===== src/swpc_regs.svh =====
// Offsets, field positions, reset values and timing counts of the system-control block.
`ifndef SWPC_REGS_SVH
`define SWPC_REGS_SVH
// ----------------------------------------
// Register addresses
// ----------------------------------------
`define SWPC_ADDR_PCTL 8'h87
`define SWPC_ADDR_AUX 8'h8E
`define SWPC_ADDR_WDC 8'h8F
// ----------------------------------------
// Field positions
// ----------------------------------------
`define SWPC_POF_BIT 4
`define SWPC_UF1_BIT 3
`define SWPC_UF0_BIT 2
`define SWPC_PD_BIT 1
`define SWPC_IDL_BIT 0
`define SWPC_SOFF_BIT 0
`define SWPC_WEN_BIT 7
`define SWPC_WCLR_BIT 6
`define SWPC_WATCHDOG_IDLE_RUN_BIT 4
`define SWPC_PS_LSB 0
// ----------------------------------------
// Reset values and timing
// ----------------------------------------
`define SWPC_REG_RESET 8'h00
`define SWPC_PORT_RESET 8'hFF
`define SWPC_SP_RESET 8'h07
`define SWPC_OSC_PER_MC 12
`define SWPC_LAST_STATE 3'h5
`define SWPC_S5_STATE 3'h4
`define SWPC_WDT_BITS 14
`endif


===== src/swpc_pkg.sv =====
// Types shared by the system-control block.
package swpc_pkg;
    // Register bus request from the core.
    typedef struct packed {
        logic [7:0] addr;
        logic [7:0] wdata;
        logic wr;
        logic rd;
    } swpc_sfr_req_t;
    // Read answer to the core.
    typedef struct packed {
        logic [7:0] rdata;
        logic hit;
    } swpc_sfr_rsp_t;
    // All state of the block.
    typedef struct packed {
        logic half;
        logic [2:0] state;
        logic [1:0] rsamp;
        logic rpin;
        logic wrst;
        logic power_off_flag;
        logic uf1;
        logic uf0;
        logic pd;
        logic idle_bit;
        logic soff;
        logic wen;
        logic wclr;
        logic watchdog_idle_run;
        logic [2:0] ps;
        logic [7:0] pre;
        logic [13:0] tmr;
        logic ale;
        logic cpu_en;
        logic osc_run;
        logic gain;
        logic sys_rst;
        swpc_sfr_rsp_t rsp;
    } swpc_state_t;
endpackage


===== src/swpc_top.sv =====
// Watchdog, power control, reset filter and strobe suppression of the controller.
`timescale 1ns/10ps
`default_nettype none
`include "swpc_regs.svh"

module swpc_top import swpc_pkg::*; #(
    // Watchdog timer width; the state field holds at most 14 bits.
    parameter int WDT_BITS = `SWPC_WDT_BITS
) (
    // Clock, power-on reset and freeze.
    input wire logic mclk,
    input wire logic reset_n,
    input wire logic clk_en,
    // Pins and straps.
    input wire logic reset_pin,
    input wire logic osc_gain_setting,
    // Core status.
    input wire logic core_ale,
    input wire logic ext_access,
    input wire logic irq_pending,
    // Register bus.
    input wire swpc_sfr_req_t sfr_req,
    output logic [7:0] sfr_rdata,
    output logic sfr_hit,
    // Control outputs.
    output logic ale_out,
    output logic cpu_clk_en,
    output logic osc_run,
    output logic osc_full_gain,
    output logic sys_reset,
    output logic state_tick
);
    // ----------------------------------------
    // Functions
    // ----------------------------------------
    // Terminal prescaler count for a select code.
    function automatic logic [7:0] ps_mask(input logic [2:0] ps);
        logic [7:0] m;
        m = 8'h01;
        unique case (ps)
            3'h0: m = 8'h01;
            3'h2: m = 8'h03;
            3'h1: m = 8'h07;
            3'h3: m = 8'h0F;
            3'h4: m = 8'h1F;
            3'h5: m = 8'h3F;
            3'h6: m = 8'h7F;
            3'h7: m = 8'hFF;
        endcase
        return m;
    endfunction

    // Register address match.
    function automatic logic hit(input logic [7:0] a, input logic [7:0] b);
        return a == b;
    endfunction

    // ----------------------------------------
    // Decode
    // ----------------------------------------
    swpc_state_t st; // Current state.
    swpc_state_t next_st; // Next state.
    logic mc_end; // Last phase of a machine cycle.
    logic s5p2; // Reset sampling phase.
    logic srst; // Soft reset from pin or watchdog.
    logic wr_pctl; // Write to power control.
    logic wr_aux; // Write to auxiliary control.
    logic wr_wdc; // Write to watchdog control.
    logic wdt_run; // Watchdog counting this cycle.
    logic pre_end; // Prescaler at its terminal count.
    logic timeout; // Watchdog expiry.

    // Timing phases come from the divided clock.
    assign mc_end = st.half && (st.state == `SWPC_LAST_STATE);
    assign s5p2 = st.half && (st.state == `SWPC_S5_STATE);
    assign srst = st.rpin || st.wrst;
    assign wr_pctl = sfr_req.wr && hit(sfr_req.addr, `SWPC_ADDR_PCTL);
    assign wr_aux = sfr_req.wr && hit(sfr_req.addr, `SWPC_ADDR_AUX);
    assign wr_wdc = sfr_req.wr && hit(sfr_req.addr, `SWPC_ADDR_WDC);
    // Watchdog halts in power-down, and in idle unless told to run.
    assign wdt_run = st.wen && !st.pd && (!st.idle_bit || st.watchdog_idle_run) && !srst;
    assign pre_end = st.pre == ps_mask(st.ps);
    assign timeout = wdt_run && mc_end && pre_end && (&st.tmr[WDT_BITS-1:0]);

    // ----------------------------------------
    // Next state
    // ----------------------------------------
    // Computes every register of the block.
    always_comb begin
        next_st = st;
        // Divide by two, then six states per machine cycle.
        next_st.half = !st.half;
        if (st.half) begin
            next_st.state = mc_end ? 3'h0 : st.state + 3'h1;
        end
        // Sample the pin once a machine cycle and filter it.
        if (s5p2) begin
            next_st.rsamp = {st.rsamp[0], reset_pin};
            if (st.rsamp[0] && reset_pin) begin
                next_st.rpin = 1'b1;
            end else if (!reset_pin) begin
                next_st.rpin = 1'b0;
            end
        end
        // Watchdog reset lasts one machine cycle.
        if (mc_end) begin
            next_st.wrst = 1'b0;
        end
        // Register writes.
        if (wr_pctl) begin
            next_st.power_off_flag = sfr_req.wdata[`SWPC_POF_BIT];
            next_st.uf1 = sfr_req.wdata[`SWPC_UF1_BIT];
            next_st.uf0 = sfr_req.wdata[`SWPC_UF0_BIT];
            next_st.pd = sfr_req.wdata[`SWPC_PD_BIT];
            next_st.idle_bit = sfr_req.wdata[`SWPC_IDL_BIT];
        end else if (irq_pending) begin
            next_st.idle_bit = 1'b0;
        end
        if (wr_aux) begin
            next_st.soff = sfr_req.wdata[`SWPC_SOFF_BIT];
        end
        if (wr_wdc) begin
            next_st.wen = sfr_req.wdata[`SWPC_WEN_BIT];
            next_st.wclr = sfr_req.wdata[`SWPC_WCLR_BIT];
            next_st.watchdog_idle_run = sfr_req.wdata[`SWPC_WATCHDOG_IDLE_RUN_BIT];
            next_st.ps = sfr_req.wdata[`SWPC_PS_LSB +: 3];
        end
        // Watchdog chain advances once a machine cycle.
        if (wdt_run && mc_end) begin
            next_st.pre = pre_end ? 8'h00 : st.pre + 8'h01;
            if (pre_end) begin
                next_st.tmr = st.tmr + 14'h0001;
            end
        end
        // Clear request is served at the next cycle boundary; a new write wins.
        if (st.wclr && mc_end && !wr_wdc) begin
            next_st.wclr = 1'b0;
            next_st.pre = 8'h00;
            next_st.tmr = 14'h0000;
        end
        if (timeout) begin
            next_st.wrst = 1'b1;
        end
        // Soft reset reloads defaults but keeps the power-off flag.
        if (srst) begin
            next_st.uf1 = 1'b0;
            next_st.uf0 = 1'b0;
            next_st.pd = 1'b0;
            next_st.idle_bit = 1'b0;
            next_st.soff = 1'b0;
            next_st.wen = 1'b0;
            next_st.wclr = 1'b0;
            next_st.watchdog_idle_run = 1'b0;
            next_st.ps = 3'h0;
            next_st.pre = 8'h00;
            next_st.tmr = 14'h0000;
        end
        // Strobe passes unless suppressed on internal code.
        next_st.ale = core_ale && (!next_st.soff || ext_access);
        next_st.cpu_en = !next_st.idle_bit && !next_st.pd;
        next_st.osc_run = !next_st.pd;
        next_st.gain = osc_gain_setting;
        next_st.sys_rst = next_st.rpin || next_st.wrst;
        // Read answer, zero for an unmapped address.
        next_st.rsp = '0;
        if (sfr_req.rd) begin
            unique case (sfr_req.addr)
                `SWPC_ADDR_PCTL: begin
                    next_st.rsp.hit = 1'b1;
                    next_st.rsp.rdata = {3'h0, st.power_off_flag, st.uf1, st.uf0, st.pd, st.idle_bit};
                end
                `SWPC_ADDR_AUX: begin
                    next_st.rsp.hit = 1'b1;
                    next_st.rsp.rdata = {7'h00, st.soff};
                end
                `SWPC_ADDR_WDC: begin
                    next_st.rsp.hit = 1'b1;
                    next_st.rsp.rdata = {st.wen, st.wclr, 1'b0, st.watchdog_idle_run, 1'b0, st.ps};
                end
                default: begin
                    next_st.rsp = '0;
                end
            endcase
        end
    end

    // ----------------------------------------
    // State register
    // ----------------------------------------
    // Power-on reset sets the power-off flag; clock enable freezes all.
    always_ff @(posedge mclk or negedge reset_n) begin
        if (!reset_n) begin
            st <= '0;
            st.power_off_flag <= 1'b1;
            st.cpu_en <= 1'b1;
            st.osc_run <= 1'b1;
            st.gain <= 1'b1;
        end else if (clk_en) begin
            st <= next_st;
        end
    end

    // Outputs straight from the state register.
    assign sfr_rdata = st.rsp.rdata;
    assign sfr_hit = st.rsp.hit;
    assign ale_out = st.ale;
    assign cpu_clk_en = st.cpu_en;
    assign osc_run = st.osc_run;
    assign osc_full_gain = st.gain;
    assign sys_reset = st.sys_rst;
    assign state_tick = st.half;
endmodule
`default_nettype wire


===== config.mk =====
export PLATFORM = sky130hd
export DESIGN_NAME = swpc_top
export DESIGN_NICKNAME = d
export VERILOG_FILES = /design/src/swpc_pkg.sv /design/src/swpc_top.sv
export VERILOG_INCLUDE_DIRS = /design/src
export SDC_FILE = /design/constraint.sdc
export NUM_CORES = 1
export LEC_CHECK = 0
export ABC_AREA = 0
export ABC_CLOCK_PERIOD_IN_PS = 3000
export BUFFER_PORTS_ARGS = -buffer_cell sky130_fd_sc_hd__buf_2
export CAP_MARGIN = 20
export CORE_MARGIN = 4
export CORE_UTILIZATION = 25
export DETAILED_ROUTE_END_ITERATION = 10
export HOLD_SLACK_MARGIN = 0.08
export SLEW_MARGIN = 40
export SYNTH_ARGS = -nofsm -noshare
export SYNTH_HDL_FRONTEND = slang
export SYNTH_SLANG_ARGS = --single-unit

===== constraint.sdc =====
create_clock -name mclk -period 3 [get_ports mclk]
set_clock_uncertainty 0.1 [all_clocks]
set_input_delay 0.15 -clock mclk [delete_from_list [all_inputs] [get_ports mclk]]
set_output_delay 0.15 -clock mclk [all_outputs]
set_load 0.03 [all_outputs]

==> impl_metrics.toml, run 1 <==
[status]
status = "complete, no violations"

[worst_setup_path]
crit_path_start_kind = "flop"
cp_max_fo = 18
slowest_delay_ns = 0.62
reg2regPathDepth = 6
cpMaxStageDelayCell = "dfrtp_1"
cp_cell_sequence = "nor3_1 > and2_2 > a2111oi_4 > nand3_4 > or4_1 > nand3_1"
cp.required_ns = 3.13
reg2reg_slack_ns = 0.54
crit_arrival_ns = 2.59
worstSetupEndpointType = "flop"
worstSetupPathType = "reg -> reg"
rr_endpoint = "st[23]$_DFFE_PN0P_"
r2r-start = "st[38]$_DFFE_PN0P_"

[clock_tree]
h-tree-depth = 2
cts_sinks = 54
clock_latency_ns = 0.30
cts_resized = 0
cts_buffer_depth = 2
clk_pin_slew_ns = 0.08
cts_root_buf = "clkbuf_16"
tritoncts = "built"
ctsHoldBuffers = 13
cts_made_buffers = 5
post_cts_buffers = 0

[yosys]
synth_top_cell_by_area = "dfrtp_1"
async_reset_ff_share_pct = 100
ys_ff_latch = 54
synthTopCellsByArea = "dfrtp_1, nand2_1, o21ai_0"
syn_avg_cell_area_um2 = 9.38
synth_edf_count = 0
synth_flop_cell = "dfrtp_1"
syn_inst = 344
syn_area_um2 = 3230
synth_cell_types = 68
synth_seq_area_share_pct = 42.0
yosysWarnings = 0
yosys.area.top_type_share_pct = 38.8
synth_fp_nets = 375

[floorplan]
io_pins = 41
rows = 41
core-area_um2 = 12600
die_area_um2 = 14800
initial_core_util_pct = 25.6
die-width_um = 122
die_h_um = 122

[detailed_routing]
ant_nets = 0
via_per_inst = 4.93
drtIter0Drc = 136
avgRoutedWirePerCell_um = 14.5
vias = 2726
drcViolationCount = 0
drt_wl_total_um = 8030
drt_pass1_iterations = 4

[run]
drv_cap = 0

[global_routing]
grt_use_total_pct = 11.3
grt_pass1_wl_um = 13600
grt_start_max_net_pins = 43
grt_pass1_vias = 2751
antenna_found_initial = 0
grt-ovfl-total = 0

[min_path]
hold_depth = 3
hold_end = "st[43]$_DFFE_PN0P_"
min_path_type = "in -> reg"
hp-start = "irq_pending"

[finish]
utilization_pct = 29.6
diodes = 0
multiInputGateArea_um2 = 1590
fillers = 1356
fin_nets = 411
final-seq-area_um2 = 1360
area_growth_pct = 15.7
layout-drive-gt1-share_pct = 18.9

[place]
port-buffer-count = 38
detailed_place_hpwl_um = 5630
place.gp.congestion = 0.804

[sta]
worstMarginPinSlew_ns = 0.623
timing.slew.headroom_pct = 58.2
rsz0062_at_grt = "false"
slew_viol_final = 0
setup_viol = 0
hold_viol_final = 0
timing.fmax_mhz = 407
period_needed_ns = 2.46
fin_tns_setup_ns = 0
timing.final.crit_share_pct = 81.8

[pwr]
ir_drop_uv = 297
p_leak_nw = 1.56
powerDensity_nw_per_um2 = 595
==> flip-flops by register name (all words and copies together) (netlist names) <==
signal and count:
sys_reset 1, sfr_rdata 7, sfr_hit 1, ale_out 1
st 40, osc_full_gain 1, cpu_clk_en 1, state_tick 1
osc_run 1
==> stage by stage <==
stage          hold slack (ns)  setup slack [ns]  instance area [µm²]  total power, mW  cells
2_1_floorplan           -0.246             0.796                 3230             1.47    344
4_1_cts                  0.133             0.536                 3740             2.23    553
6_report                 0.135             0.545                 3740             2.22    553
3_5_place_dp            0.0886             0.549                 3460             1.63    532
5_1_grt                  0.170             0.400                 3740             2.37    553
3_3_place_gp             0.275             0.593                 3460             1.61    532
==> where the power goes <==
group | leakage [nW] | internal [mW] | switching (mW)
clock network | 0.0712 | 0.312 | 0.277
logic | 0.770 | 0.244 | 0.421
registers | 0.719 | 0.821 | 0.147
total | 1.56 | 1.38 | 0.844
==> synth_stat cells (3+ instances only) <==
cell and count:
o21ai_0 28, a32o_1 4, a21oi_1 10, buf_6 5, mux2i_1 8, o211ai_1 6
and2_1 3, clkbuf_8 4, clkbuf_1 6, a22o_1 4, buf_4 9, a31oi_1 7
nand2_1 50, o2111ai_1 3, nand3_1 16, buf_2 4, o311ai_0 4, nor2_1 11
ha_1 5, dfstp_2 4, or3_1 5, nor3_1 11, and3_1 5, nand4_1 12
o2bb2ai_1 5, inv_1 15, or4_1 3, dfrtp_1 50
==> cells by family (layout without fill, tap and decap cells) <==
group	after synthesis	count (layout)	share of synthesized area (%)
and+or+nand+nor	134	134	22.0
AOI/OAI and AO/OA	93	93	21.1
DFF	54	54	42.0
buffers and inverters	45	82	8.84
muxes	10	10	3.18
adders and majority gates	5	5	1.94
xor gates and xnor gates	2	2	0.775
other	1	1	0.116
==> worst max path at each step <==
stage                         endpoint          startpoint  slack, ns
finish              st[23]$_DFFE_PN0P_  st[38]$_DFFE_PN0P_       0.54
floorplan           st[16]$_DFFE_PN0P_  st[38]$_DFFE_PN0P_       0.80
detailed placement  st[23]$_DFFE_PN0P_  st[38]$_DFFE_PN0P_       0.55
CTS                 st[23]$_DFFE_PN0P_  st[38]$_DFFE_PN0P_       0.54
global placement    st[23]$_DFFE_PN0P_  st[48]$_DFFE_PN0P_       0.59
global route        st[20]$_DFFE_PN0P_  st[38]$_DFFE_PN0P_       0.40
==> critical path, delay by kind of cell (launching register included) <==
family	cells	cell delay, ns
flip-flops	1	0.62
AO/OA/AOI/OAI	1	0.40
AND/OR/NAND/NOR	5	1.27
==> layer usage <==
layer / vias up / global-route usage [%] / part of all wire [%]
met2: 39 / 18.8 / 48
met3: 11 / 2.18 / 3.3
met5: - / 0 / 0
li1: 1341 / - / -
met1: 1335 / 14.8 / 48
met4: 0 / 4.06 / 1.5
==> cell usage in the layout (no fill, tap or decap), types with 6 or more instances in the layout <==
cell and n:
buf_2 37, dfrtp_1 50, o211ai_1 6, o21ai_0 28, mux2i_1 8, nand2_1 50, inv_1 15, buf_4 8
nand3_1 16, nand4_1 12, nor2_1 11, a31oi_1 7, a21oi_1 10, dlygate4sd3_1 13, nor3_1 11
==> layout make-up <==
cell class	instances	area share [%]
clock buffer	6	3.45
clock inverter	2	0.368
inverter	16	1.61
multi-input combinational	245	42.5
sequential	54	36.3
tap	172	5.76
timing repair buffer	58	10.0
Power figures use the tool's default switching activity.
==> run 2: changes to the inputs <==
- ABC_CLOCK_PERIOD_IN_PS: 3000 -> 2300
- clock period: 3 -> 2.3 ns (I/O delays scaled with it)
==> impl_metrics.toml, run 2 (same netlist as run 1, synthesis figures left out) <==
[finish]
postLayoutCellArea_um2 = 3960
utilization_pct = 31.3
layout_common_cells = "nand2_1, dfrtp_1, buf_2, buf_4, o21ai_0"
largest_reg_flops = 40
fillers = 1342
fin_nets = 437
top_register = "st"
diodes = 0
area_growth_pct = 22.5
final_common_cell = "nand2_1"
final_cells = 579
multiInputGateArea_um2 = 1590
layout-drive-gt1-share_pct = 25.6
final-seq-area_um2 = 1360

[pwr]
ir_drop_uv = 317
power_frac_comb_pct = 33.5
p_leak_nw = 1.69
p_clk_share_pct = 26.5
swShare_pct = 36.9
switching_power_mw = 1.13
totalPowerFinal_mw = 3.05
cellInternalPower_mw = 1.93
seqPwrFrac_pct = 40.0
powerDensity_nw_per_um2 = 772

[sta]
setup_viol = 0
worstMarginPinSlew_ns = 0.690
period_needed_ns = 2.24
timing.final.crit_share_pct = 97.2
fin_hold_ws_ns = 0.0909
timing.slew.headroom_pct = 54.0
slew_viol_final = 0
fin_tns_setup_ns = 0
rsz0062_at_grt = "true"
timing.fmax_mhz = 447
setup_slack_ns = 0.0645
hold_viol_final = 0

[status]
status = "complete, no violations"

[worst_setup_path]
worstSetupPathType = "reg -> reg"
cp_max_fo = 10
crit_path_start_kind = "flop"
crit_buf_inv = 1
r2r-start = "st[37]$_DFFE_PN0P_"
cpMaxStageDelayCell = "or4_1"
crit_arrival_ns = 2.37
cp.required_ns = 2.43
worst-path-stages = 7
setup.worst_path.end = "st[20]$_DFFE_PN0P_"
cp_top_family = "simple AND/OR/NAND/NOR gates"
worstSetupEndpointType = "flop"
cp_cell_sequence = "a21oi_1 > nand2_2 > a2111oi_4 > buf_4 > nand3_4 > or4_1 > nand3_1"
reg2regPathDepth = 7
rr_endpoint = "st[20]$_DFFE_PN0P_"
reg2reg_slack_ns = 0.06
critPathLaunch = "st[37]$_DFFE_PN0P_"
slowest_delay_ns = 0.54

[global_routing]
grt_pass1_wl_um = 13900
grt-ovfl-total = 0
grt_start_max_net_pins = 33
antenna_found_initial = 0
grt_pass1_vias = 2829
grt_use_total_pct = 11.5

[detailed_routing]
drtIter0Drc = 181
drt_wl_total_um = 8110
vias = 2822
ant_nets = 0
via_per_inst = 4.87
avgRoutedWirePerCell_um = 14.0
drcViolationCount = 0
drt_pass1_iterations = 5

[clock_tree]
cts_root_buf = "clkbuf_16"
clock_latency_ns = 0.29
cts_sinks = 54
clk_pin_slew_ns = 0.08
cts_buffer_depth = 2
tritoncts = "built"
h-tree-depth = 2
cts_made_buffers = 5

[run]
drv_cap = 0

[floorplan]
die_area_um2 = 14800
die-width_um = 122
die_h_um = 122
rows = 41
core-area_um2 = 12600
initial_core_util_pct = 25.6
io_pins = 41

[place]
port-buffer-count = 38
place.gp.congestion = 0.835
pre_cts_ws_ns = -0.0412
detailed_place_hpwl_um = 5910
placedCellCount = 554
placedInstanceArea_um2 = 3630

[min_path]
min_path_type = "in -> reg"
## run 2: cell types whose count changed in the layout (fill, tap and decap cells not counted), sizes merged
cell	change
clkinv	-1
clkinvlp	+1
buf	+26
## run 2: metal layers
layer / global-route usage, % / share of wire [%] / up-vias
met1: 15.1 / 48 / 1384
met2: 19.2 / 48 / 41
met4: 3.01 / 0.75 / 0
met3: 2.32 / 3.1 / 4
li1: - / - / 1393
met5: 0 / 0 / -
## run 2: worst min path at each step
stage / cells after the start / endpoint / from
finish: 3 / st[43]$_DFFE_PN0P_ / irq_pending
floorplan: 0 / ale_out$_DFFE_PN0P_ / reset_n
global placement: 1 / st[30]$_DFFE_PN0P_ / reset_n
CTS: 3 / st[43]$_DFFE_PN0P_ / irq_pending
detailed placement: 1 / st[30]$_DFFE_PN0P_ / reset_n
global route: 3 / st[43]$_DFFE_PN0P_ / irq_pending
## run 2: worst reg2reg max path, cell delays in order (launching register included)
cell and delay (ns):
dfrtp_2 0.47, a21oi_1 0.21, nand2_2 0.09, a2111oi_4 0.35
buf_4 0.19, nand3_4 0.13, or4_1 0.54, nand3_1 0.10
## run 2: area by class of cell
type | count | area share, %
sequential | 54 | 34.4
inverter | 16 | 1.52
timing repair buffer | 84 | 14.5
multi-input combinational | 245 | 40.2
clock inverter | 2 | 0.411
clock buffer | 6 | 3.51
tap | 172 | 5.44
## run 2: what timing repair did
action                     in CTS  in global routing
hold buffers                   13                  0
pin swaps                       1                  1
hold endpoints to repair       39                  0
resized for setup               2                  7
setup endpoints to repair       4                  9
setup buffers                   2                  2
## run 2: power groups by stage
stage	Sequential [mW]	Clock [mW]	Combinational, mW
4_1_cts	1.22	0.829	1.01
6_report	1.22	0.809	1.02
3_3_place_gp	1.22	0	0.978
2_1_floorplan	1.22	0	0.702
3_5_place_dp	1.23	0	0.990
5_1_grt	1.25	0.859	1.15
==> run 3: changes to the inputs <==
- CORE_ASPECT_RATIO: not set -> 0.9
==> impl_metrics.toml, run 3 (same netlist as run 1, synthesis figures left out) <==
[finish]
final_cells = 571
fin_nets = 437
top_register = "st"
utilization_pct = 31.4
postLayoutCellArea_um2 = 3980
final-seq-area_um2 = 1360
area_growth_pct = 23.3
layout-drive-gt1-share_pct = 25.6
multiInputGateArea_um2 = 1610
diodes = 0
layout_common_cells = "nand2_1, dfrtp_1, buf_2, buf_4, o21ai_0"
largest_reg_flops = 40
final_common_cell = "nand2_1"
fillers = 1316

[place]
port-buffer-count = 38
place.gp.congestion = 0.801
pre_cts_ws_ns = -0.121
placedInstanceArea_um2 = 3580
placedCellCount = 541
detailed_place_hpwl_um = 5970

[floorplan]
core-area_um2 = 12700
die-width_um = 128
rows = 39
initial_core_util_pct = 25.4
die_area_um2 = 14800
io_pins = 41
die_h_um = 116

[worst_setup_path]
reg2regPathDepth = 7
r2r-start = "st[41]$_DFFE_PN0P_"
cp.required_ns = 2.38
worstSetupPathType = "reg -> reg"
crit_arrival_ns = 2.31
rr_endpoint = "st[35]$_DFFE_PN0P_"
crit_path_start_kind = "flop"
worstSetupEndpointType = "flop"
cp_max_fo = 5
reg2reg_slack_ns = 0.07

[global_routing]
grt_pass1_vias = 2873
grt_start_max_net_pins = 28
grt_pass1_wl_um = 14300
grt_use_total_pct = 11.8
antenna_found_initial = 0
grt-ovfl-total = 0

[pwr]
swShare_pct = 36.2
totalPowerFinal_mw = 3.18
switching_power_mw = 1.15
cellInternalPower_mw = 2.03
p_leak_nw = 1.71
ir_drop_uv = 352
powerDensity_nw_per_um2 = 799
seqPwrFrac_pct = 38.1
power_frac_comb_pct = 33.9
p_clk_share_pct = 27.9

[clock_tree]
cts_root_buf = "clkbuf_16"
cts_made_buffers = 5
cts_buffer_depth = 2
clk_pin_slew_ns = 0.08
tritoncts = "built"
clock_latency_ns = 0.30
h-tree-depth = 2
cts_sinks = 54

[detailed_routing]
drt_pass1_iterations = 5
drt_wl_total_um = 8400
drtIter0Drc = 139
drcViolationCount = 0
avgRoutedWirePerCell_um = 14.7
via_per_inst = 5.02
ant_nets = 0
vias = 2867

[sta]
fin_tns_setup_ns = 0
period_needed_ns = 2.23
setup_slack_ns = 0.0740
hold_viol_final = 0
setup_viol = 0
slew_viol_final = 0
timing.fmax_mhz = 449
timing.slew.headroom_pct = 55.2
fin_hold_ws_ns = 0.0907
rsz0062_at_grt = "true"
timing.final.crit_share_pct = 96.8
worstMarginPinSlew_ns = 0.672

[status]
status = "complete, no violations"

[min_path]
hold_end = "st[43]$_DFFE_PN0P_"
min_path_type = "in -> reg"
hp-start = "irq_pending"
hold_depth = 3

[run]
drv_cap = 0
[run 3: cell types whose count changed in the layout (fill, tap and decap cells not counted), sizes merged]
cell         delta
buf             -1
clkbuf          -1
clkinvlp        -1
dlygate4sd3     +1
bufinv          +1
clkinv          +1
[run 3: what timing repair did]
| item | CTS | global route |
|---|---|---|
| gates cloned | 0 | 0 |
| buffers inserted | 0 | 8 |
| gates resized for setup | 4 | 9 |
| hold buffers | 14 | 0 |
| pin swaps | 0 | 4 |
| endpoints found under the setup margin | 7 | 21 |
| endpoints found under the hold margin | 40 | 0 |
[run 3: worst max-delay path by stage]
stage / slack (ns) / to / start
after floorplan: 0.1 / st[16]$_DFFE_PN0P_ / st[38]$_DFFE_PN0P_
after global placement: 0.01 / st[20]$_DFFE_PN0P_ / st[38]$_DFFE_PN0P_
after detailed placement: -0.12 / st[31]$_DFFE_PN0P_ / st[38]$_DFFE_PN0P_
after CTS: 0.03 / st[24]$_DFFE_PN0P_ / st[37]$_DFFE_PN0P_
after global routing: -0.03 / st[35]$_DFFE_PN0P_ / st[41]$_DFFE_PN0P_
final: 0.07 / st[35]$_DFFE_PN0P_ / st[41]$_DFFE_PN0P_
[run 3: final cells by class]
cell class | instances | share of cell area, %
Clock buffer | 5 | 3.14
Clock inverter | 3 | 1.10
Inverter | 16 | 1.51
Multi-Input combinational cell | 245 | 40.4
Sequential cell | 54 | 34.2
Tap cell | 164 | 5.16
Timing Repair Buffer | 84 | 14.5
[run 3: power groups by stage]
stage | clock (mW) | combinational (mW) | sequential (mW)
after floorplan | 0 | 0.702 | 1.22
after global placement | 0 | 0.982 | 1.22
after detailed placement | 0 | 1.01 | 1.23
after CTS | 0.898 | 1.04 | 1.21
after global routing | 0.939 | 1.20 | 1.24
final | 0.888 | 1.08 | 1.21
[run 3: worst max-delay path: stages, from the launching register on]
cell	delay, ns
dfrtp_1	0.43
or4b_4	0.50
nor3_4	0.19
buf_6	0.15
nand4_1	0.19
nor3_1	0.26
mux2i_1	0.22
o2bb2ai_1	0.07
[run 3: routing by layer]
layer	vias up	part of all wire, %	global-route usage [%]	routed length (µm)
met5	-	0	0	0
met3	11	3.5	2.63	290
li1	1391	-	-	-
met1	1413	48	15.8	4020
met2	52	48	19.7	3990
met4	0	1.2	2.76	105
